[config.mk]
export PLATFORM = sky130hd
export DESIGN_NAME = wom_ctrl
export DESIGN_NICKNAME = d
export VERILOG_FILES = /design/src/rtl/wom_pkg.sv /design/src/rtl/wom_apb.sv /design/src/rtl/wom_ctrl.sv
export VERILOG_INCLUDE_DIRS = /design/src /design/src/rtl
export SDC_FILE = /design/constraint.sdc
export NUM_CORES = 1
export LEC_CHECK = 0
export BUFFER_PORTS_ARGS = -buffer_cell sky130_fd_sc_hd__buf_2
export CORE_UTILIZATION = 31
export DETAILED_ROUTE_END_ITERATION = 8
export PLACE_DENSITY = 0.65
export SKIP_LAST_GASP = 1
export SLEW_MARGIN = 40
export SYNTH_ARGS = -nofsm -noshare
export SYNTH_HDL_FRONTEND = slang
export SYNTH_HIERARCHICAL = 1
export SYNTH_SLANG_ARGS = --single-unit
[constraint.sdc]
create_clock -name clk_i -period 1.8 [get_ports clk_i]
set_input_delay 0 -clock clk_i [delete_from_list [all_inputs] [get_ports clk_i]]
set_output_delay 0 -clock clk_i [all_outputs]
set_load 0.01 [all_outputs]
[src/rtl/wom_defs.svh]
`ifndef WOM_DEFS_SVH
`define WOM_DEFS_SVH

// register indices, byte address is four times the index
`define WOM_IDX_MODE 10'h0A6
`define WOM_IDX_STAT 10'h0AF

// reset values
`define WOM_MODE_RST 8'h00

// mode register fields
`define WOM_SEL_HI 2
`define WOM_SEL_LO 0
`define WOM_B_SUB 3
`define WOM_B_TPSUB 4
`define WOM_B_PWM_HI 5
`define WOM_B_PWM_LO 4
`define WOM_B_BIT5 5
`define WOM_B_DTRIG 6
`define WOM_B_OUT1 7
`define WOM_SEL_OFF 3'h0
`define WOM_SEL_THREE 3'h4

// status register fields
`define WOM_S_THREE 0
`define WOM_S_PULSE 1
`define WOM_S_RUN 2
`define WOM_S_VIOL 3

`endif

[src/rtl/wom_pkg.sv]
package wom_pkg;

    typedef enum logic [1:0] {
        WOM_OFF = 2'b00,
        WOM_THREE = 2'b01,
        WOM_PULSE = 2'b10
    } wom_mode_type;

    typedef struct packed {
        logic three_en;
        logic tp_mode1;
        logic pol_low;
        logic dtrig_fall;
        logic pulse_mode1;
        logic [1:0] pwm_sel;
        logic [3:0] grp0_en;
        logic [1:0] grp1_en;
    } wom_out_type;

    typedef struct packed {
        logic mode_we;
        logic viol_clr;
        logic [7:0] data;
    } wom_wr_type;

    typedef struct packed {
        logic [31:0] prdata;
        logic pslverr;
    } wom_apb_state_type;

    typedef struct packed {
        logic [7:0] mode;
        logic viol;
        logic [2:0] shot_prev;
        logic [2:0] dead_trig;
        wom_mode_type sel;
        wom_out_type out;
    } wom_state_type;

endpackage

[src/rtl/wom_apb.sv]
`timescale 1ns/1ps
`default_nettype none
`include "wom_defs.svh"

module wom_apb
    import wom_pkg::*;
(
    input wire logic clk_i,
    input wire logic rst_i,
    input wire logic psel_i,
    input wire logic penable_i,
    input wire logic pwrite_i,
    input wire logic [11:0] paddr_i,
    input wire logic [31:0] pwdata_i,
    input wire logic [7:0] mode_i,
    input wire logic [7:0] stat_i,
    output logic pready_o,
    output logic [31:0] prdata_o,
    output logic pslverr_o,
    output wom_wr_type wr_o
);

    wom_apb_state_type s_q;
    wom_apb_state_type s_d;
    logic access;

    function automatic logic hit(input logic [11:0] addr, input logic [9:0] idx);
        hit = (addr == {idx, 2'b00});
    endfunction

    assign access = psel_i & penable_i;
    // zero wait states: answer in the first access cycle
    assign pready_o = access;
    assign prdata_o = s_q.prdata;
    assign pslverr_o = s_q.pslverr & access;

    always_comb begin
        s_d = s_q;
        wr_o = '0;
        if (psel_i && !penable_i) begin
            s_d.prdata = 32'h0000_0000;
            s_d.pslverr = 1'b0;
            if (hit(paddr_i, `WOM_IDX_MODE)) begin
                s_d.prdata = {24'h000000, mode_i};
            end else if (hit(paddr_i, `WOM_IDX_STAT)) begin
                s_d.prdata = {24'h000000, stat_i};
            end else begin
                s_d.pslverr = 1'b1;
            end
        end
        if (access && pwrite_i) begin
            wr_o.data = pwdata_i[7:0];
            if (hit(paddr_i, `WOM_IDX_MODE)) begin
                wr_o.mode_we = 1'b1;
            end else if (hit(paddr_i, `WOM_IDX_STAT)) begin
                wr_o.viol_clr = pwdata_i[`WOM_S_VIOL];
            end
        end
    end

    always_ff @(posedge clk_i or posedge rst_i) begin
        if (rst_i) begin
            s_q <= '0;
        end else begin
            s_q <= s_d;
        end
    end

endmodule

`default_nettype wire

[src/rtl/wom_ctrl.sv]
// What this block does
// - select field 100 in bits 2..0 enters three-phase waveform mode.
// - three-phase mode 1 bit 3 sets polarity, 1 low; ignored in mode 0.
// - in three-phase mode bit 4 picks sub-mode 0 or 1.
// - bit 5 is stored but changes nothing in three-phase mode.
// - bit 6 picks dead-time start on both or only falling one-shot edges.
// - in three-phase mode bit 7 enables the waveform outputs.
// - in pulse output mode bit 3 picks pulse mode 0 or 1.
// - in pulse output mode bits 5..4 pick the modulation timer.
// - pulse mode 0 bit 6 enables group one; mode 1 needs it zero.
// - bit 7 enables group zero in pulse mode 0, both groups in mode 1.
//
// Added by the designer: the APB slave port.
`timescale 1ns/1ps
`default_nettype none
`include "wom_defs.svh"

module wom_ctrl
    import wom_pkg::*;
#(
    parameter logic [7:0] PULSE_CODES = 8'h0E
)
(
    input wire logic clk_i,
    input wire logic rst_i,
    input wire logic psel_i,
    input wire logic penable_i,
    input wire logic pwrite_i,
    input wire logic [11:0] paddr_i,
    input wire logic [31:0] pwdata_i,
    output logic pready_o,
    output logic [31:0] prdata_o,
    output logic pslverr_o,
    input wire logic timers_running_i,
    input wire logic [2:0] phase_one_shot_timers_i,
    output wom_mode_type mode_o,
    output wom_out_type out_o,
    output logic [2:0] dead_trig_o,
    output logic [3:0] pulse_group0_outputs_o,
    output logic [1:0] pulse_group1_outputs_o
);

    if (PULSE_CODES[0] || PULSE_CODES[4]) begin : g_bad_codes
        $error("pulse codes may not overlap the off or three-phase codes");
    end

    wom_state_type s_q;
    wom_state_type s_d;
    wom_wr_type wr;
    logic [7:0] stat;
    logic [2:0] rise;
    logic [2:0] fall;

    function automatic wom_mode_type sel_of(input logic [7:0] m);
        logic [2:0] code;
        code = m[`WOM_SEL_HI:`WOM_SEL_LO];
        if (code == `WOM_SEL_THREE) begin
            sel_of = WOM_THREE;
        end else if (PULSE_CODES[code]) begin
            sel_of = WOM_PULSE;
        end else begin
            sel_of = WOM_OFF;
        end
    endfunction

    function automatic wom_out_type decode(input logic [7:0] m);
        wom_mode_type sel;
        sel = sel_of(m);
        decode = '0;
        if (sel == WOM_THREE) begin
            decode.tp_mode1 = m[`WOM_B_TPSUB];
            decode.pol_low = m[`WOM_B_TPSUB] & m[`WOM_B_SUB];
            decode.dtrig_fall = m[`WOM_B_DTRIG];
            decode.three_en = m[`WOM_B_OUT1];
        end else if (sel == WOM_PULSE) begin
            decode.pulse_mode1 = m[`WOM_B_SUB];
            decode.pwm_sel = m[`WOM_B_PWM_HI:`WOM_B_PWM_LO];
            decode.grp0_en = {4{m[`WOM_B_OUT1]}};
            if (m[`WOM_B_SUB]) begin
                decode.grp1_en = {2{m[`WOM_B_OUT1]}};
            end else begin
                decode.grp1_en = {2{m[`WOM_B_DTRIG]}};
            end
        end
    endfunction

    // register bus slave
    wom_apb u_apb (
        .clk_i(clk_i),
        .rst_i(rst_i),
        .psel_i(psel_i),
        .penable_i(penable_i),
        .pwrite_i(pwrite_i),
        .paddr_i(paddr_i),
        .pwdata_i(pwdata_i),
        .mode_i(s_q.mode),
        .stat_i(stat),
        .pready_o(pready_o),
        .prdata_o(prdata_o),
        .pslverr_o(pslverr_o),
        .wr_o(wr)
    );

    always_comb begin
        stat = 8'h00;
        stat[`WOM_S_THREE] = (s_q.sel == WOM_THREE);
        stat[`WOM_S_PULSE] = (s_q.sel == WOM_PULSE);
        stat[`WOM_S_RUN] = timers_running_i;
        stat[`WOM_S_VIOL] = s_q.viol;
    end

    // per-phase edge detection of the one-shot pulses
    for (genvar i = 0; i < 3; i++) begin : g_edge
        assign rise[i] = phase_one_shot_timers_i[i] & ~s_q.shot_prev[i];
        assign fall[i] = ~phase_one_shot_timers_i[i] & s_q.shot_prev[i];
    end

    always_comb begin
        s_d = s_q;
        s_d.shot_prev = phase_one_shot_timers_i;
        if (s_q.sel != WOM_THREE) begin
            s_d.dead_trig = 3'h0;
        end else if (s_q.mode[`WOM_B_DTRIG]) begin
            s_d.dead_trig = fall;
        end else begin
            s_d.dead_trig = rise | fall;
        end
        if (wr.mode_we) begin
            s_d.mode = wr.data;
        end
        // set wins over clear
        if (wr.viol_clr) begin
            s_d.viol = 1'b0;
        end
        if (wr.mode_we && timers_running_i && (wr.data[6:0] != s_q.mode[6:0])) begin
            s_d.viol = 1'b1;
        end
        s_d.sel = sel_of(s_d.mode);
        s_d.out = decode(s_d.mode);
    end

    always_ff @(posedge clk_i or posedge rst_i) begin
        if (rst_i) begin
            s_q <= '0;
            s_q.mode <= `WOM_MODE_RST;
        end else begin
            s_q <= s_d;
        end
    end

    assign mode_o = s_q.sel;
    assign out_o = s_q.out;
    assign dead_trig_o = s_q.dead_trig;
    assign pulse_group0_outputs_o = s_q.out.grp0_en;
    assign pulse_group1_outputs_o = s_q.out.grp1_en;

    logic three_sel;
    logic pulse_sel;
    logic mode_wr;
    assign three_sel = (s_q.mode[`WOM_SEL_HI:`WOM_SEL_LO] == `WOM_SEL_THREE);
    assign pulse_sel = PULSE_CODES[s_q.mode[`WOM_SEL_HI:`WOM_SEL_LO]];
    assign mode_wr = psel_i && penable_i && pwrite_i && (paddr_i == {`WOM_IDX_MODE, 2'b00});
endmodule

`default_nettype wire

# Word-level counts from Yosys, hierarchy flattened
# Memory sizes are Yosys's and may differ from the RTL's.
# Cells that the tools add are included.
# classes
magnitude_cmp	1
n_eq_ne	9
mux	20
bitwise_logic	16
reduce_logical	6
# ops
operator	n
$eq A12 B10 Y1 const B	2
$mux W9	2
$mux W8	2
$mux W10	1
$and A1 B1 Y1	9
$mux W1	8
$mux W4	2
$ne A7 B7 Y1	1
$mux W2	3
$mux W3	2
$not A1 Y1	6
$eq A2 B1 Y1 const B	2
$eq A2 B2 Y1 const B	2
$logic_and A1 B1 Y1	4
$lt A3 B4 Y1 const B	1
$eq A3 B3 Y1 const B	1
$or A3 B3 Y3	1
$ne A2 B1 Y1 const B	1
$reduce_bool A2 Y1	1
$logic_not A1 Y1	1
# totals
reg_bits	63
rom_bits	8
input_bits	53
output_inout_bits	58
wordCells	68
memories	1
# mem_list
memory	words	word_bits	rd	rd_clocked_by_memory_dff	wr	line	source
(name not given)	8	1	1	0	0	wom_ctrl.sv:59	end else if (PULSE_CODES[code]) begin

# Depth between registers and ports, before layout
# depth
word_depth	12
depth_mapped	8
mapped_depth_nobuf	7

# Cells and area by module
# The synthesis kept the hierarchy.
# modules_own_cells
mod	n_inst	cells_each	area_each_um2	seq_area_each_um2
wom_ctrl	1	113	1232.4	650.6
wom_apb	1	103	838.3	225.2

# Least setup slack after synthesis
# No wires, ideal clock.
# synth_timing
kind	input to register
from	in paddr_i[8]
to	reg s_q (netlist bit pulse_group1_outputs_o[0])
setup_ns	0.087
arrival_time_ns	1.798
required_time_ns	1.713
slack_ns	-0.084
path_stages	7
n_path_buf	1
cell_sequence	nor4b_4 -> nand3_1 -> nor4b_1 -> mux2_4 -> or3_1 -> buf_2 -> a211oi_2
# synth_rtl
item	line	source
start, declared	wom_ctrl.sv:29	input wire logic [11:0] paddr_i,
end, declared	wom_ctrl.sv:47	wom_state_type s_q;

==> reports/qor.yml <==
maxCapViolCount: 0
core_um2: 6386
rr_startpoint: "s_q[24]"
path_common_cell: "nor4b_4"
criticalPathCategory: "in2reg"
final_util_pct: 37.23
clock_path_buffers: 2
worstHoldPathCells: 3
synth_cells: 216
ys.flop_type: "dfrtp_1"
wl_met3_um: 241
routed.top_layer: "met4"
crit_chain: "buf_2 > nor4b_4 > nand3_1 > nor4b_4 > mux2_4 > or3_1 > a211oi_2"
drt-pass1-iter-count: 4
period_share_pct: 96.20
p_leak_nw: 1.351
ys_ff_latch: 35
grt_pass1_wl_mm: 6.279
max_stage_delay_ns: 0.50
cts_tree: "built"
worstPathArrival_ns: 1.93
synthDistinctLibCells: 32
layout_min_cycle_time_ns: 1.732
fmax_ghz: 0.5775
die_area_um2: 7011
crit_fanout: 6
start_util_pct: 32.43
grt_pass1_vias: 1391
hold_path_class: "in2reg"
power_density_nw_per_um2: 651.6
routedWlPerCell_um: 11.22
cp.required_ns: 2.00
area_growth_pct: 14.80
grt.total_usage_pct: 11.51
synth_top_area_cell: "dfrtp_1"
pre_cts_slack_ns: -0.2209
htree_levels: 2
synth_edf_count: 0
portBuffers: 62
status: "complete, no violations"
numCtsBuffers: 5
antenna_left: 0
syn_avg_cell_area_um2: 9.587
r2r-end: "pulse_group1_outputs_o[0]"
hold_viol: 0
fin_ws_ns: 0.06839
hold_end: "s_q[21]"
reg2reg_slack_ns: 0.33
synth_area_leaders: "dfrtp_1, buf_4, inv_1"
cts.clk_slew.worst_paths_ns: 0.06
vias_per_cell: 4.093
finalSetupViolCount: 0
peakVddDrop_mv: 0.3052
met2_length_mm: 1.767
reg2reg_depth: 3
netlist_area_um2: 2071
crit_path_top_delay_cell: "or3_1"
final_nets: 321
drc_errors: 0
gp_congestion: 0.7549
antenna_found_initial: 0
path_buf_inv: 1
rows: 29
fin_setup_tns_ns: 0
critPathCaptureType: "register"
grt_max_degree: 27
cpLargestDelayFamily: "simple AND/OR/NAND/NOR gates"
antenna_cells: 0
cts.sinks: 35
post-synth-top-area-fraction_pct: 42.30
skew_ns: 0.004937
clk_latency_ns: 0.29
drv_slew: 0
pin_count: 111
die_x_um: 83.73
ys_async_sr_fraction_pct: 100.0
drt-met1-wl_mm: 1.790
die_h_um: 83.73
yosysSeqAreaShare_pct: 42.30
hpwlAfterDp_mm: 2.926
dr.first_iter.drc_count: 69
grt-ovfl-total: 0
startpoint_type: "input pin"
routed_wl_mm: 3.847
drive_gt1_share_pct: 33.46
ys.warnings.count: 6
min_from: "timers_running_i"
dr_total_vias: 1404
cts_root_buf: "clkbuf_8"
## synthesized netlist by cell type, drive strengths merged, types with 4 or more instances
library cell  instances
buf                  58
dfrtp                35
inv                  28
nor2                 15
and2                  9
nand2                 8
o221ai                8
xor2                  8
a21oi                 5
mux2                  4
mux2i                 4
## cells by family (layout without fill, tap and decap cells)
logic type	count (synthesis)	after routing	synth area share (%)
xor+xnor	8	8	3.384
flops	35	35	42.30
other cells	2	28	0.3627
buf+inv	89	113	26.53
compound gates	16	16	5.861
mux	8	8	4.290
simple gates	55	55	15.47
fa+ha+maj	3	3	1.813
## layout by cell type, fill, tap and decap left out, types with 4 or more instances in the layout
cell           instances
dfrtp_1               35
clkbuf_8               7
buf_2                 62
inv_1                 28
nand2_1                8
buf_4                 10
nor2_1                15
o221ai_1               8
a21oi_1                5
and2_1                 9
xor2_1                 8
conb_1                28
mux2i_1                4
dlygate4sd3_1          4
## worst register-to-register path, delay by kind of cell (launching register included)
| kind | cells | cell delay, ns |
|---|---|---|
| simple gates | 1 | 0.50 |
| flops | 1 | 0.41 |
| mux | 1 | 0.29 |
| compound gates | 1 | 0.19 |
## metrics by stage
stage | cell area [um^2] | total power [mW] | hold WS (ns) | std cells
after floorplan | 2175 | 0.9177 | -0.1721 | 242
after global placement | 2220 | 0.9340 | -0.01442 | 331
after detailed placement | 2220 | 0.9364 | -0.007666 | 331
after CTS | 2360 | 1.566 | 0.01984 | 343
after global routing | 2377 | 1.617 | 0.04552 | 343
final | 2377 | 1.549 | 0.02611 | 343
## worst max-delay path by stage
stage	from	endpoint	slack (ns)	cells after the start
floorplan	paddr_i[8]	pulse_group1_outputs_o[0]	0.01	7
global placement	paddr_i[8]	pulse_group1_outputs_o[0]	-0.21	7
detailed placement	paddr_i[8]	pulse_group1_outputs_o[0]	-0.22	7
CTS	paddr_i[8]	pulse_group1_outputs_o[0]	0.08	7
global route	paddr_i[8]	pulse_group1_outputs_o[0]	-0.02	7
finish	paddr_i[8]	pulse_group1_outputs_o[0]	0.07	7
## state kept, by name (all words and copies together) (netlist names)
| register | count |
|---|---|
| dead_trig_o | 3 |
| pulse_group1_outputs_o | 1 |
| s_q | 12 |
| u_apb/prdata_o | 8 |
| u_apb/s_q | 1 |
| mode_o | 2 |
| out_o | 7 |
| pulse_group0_outputs_o | 1 |
## final cells by class
class                           instances  area, um^2
Sequential cell                        35       875.8
Multi-Input combinational cell        118       763.2
Tap cell                               77       96.34
Clock buffer                            8       100.1
Inverter                               28       105.1
Timing Repair Buffer                   77       436.7
Fill cell                             664        4009
## power by group
group          total (mW)  switching, mW  leakage, nW  internal [mW]
clock network       0.621          0.272       0.0515          0.349
registers           0.791        0.00112        0.477          0.790
logic               0.137         0.0826        0.823         0.0546
## layer usage
layer	global-route usage, %	vias to the layer above
met4	3.698	0
met1	13.81	648
met2	18.99	43
li1	-	706
met5	0	-
met3	4.352	7
## repair_timing
item | CTS | global route
setup buffers | 0 | 0
gates resized for setup | 0 | 3
endpoints found under the setup margin | 0 | 2
hold buffers | 4 | 0
hold endpoints to repair | 38 | 0
No activity file was read; power rests on OpenSTA's default activity.
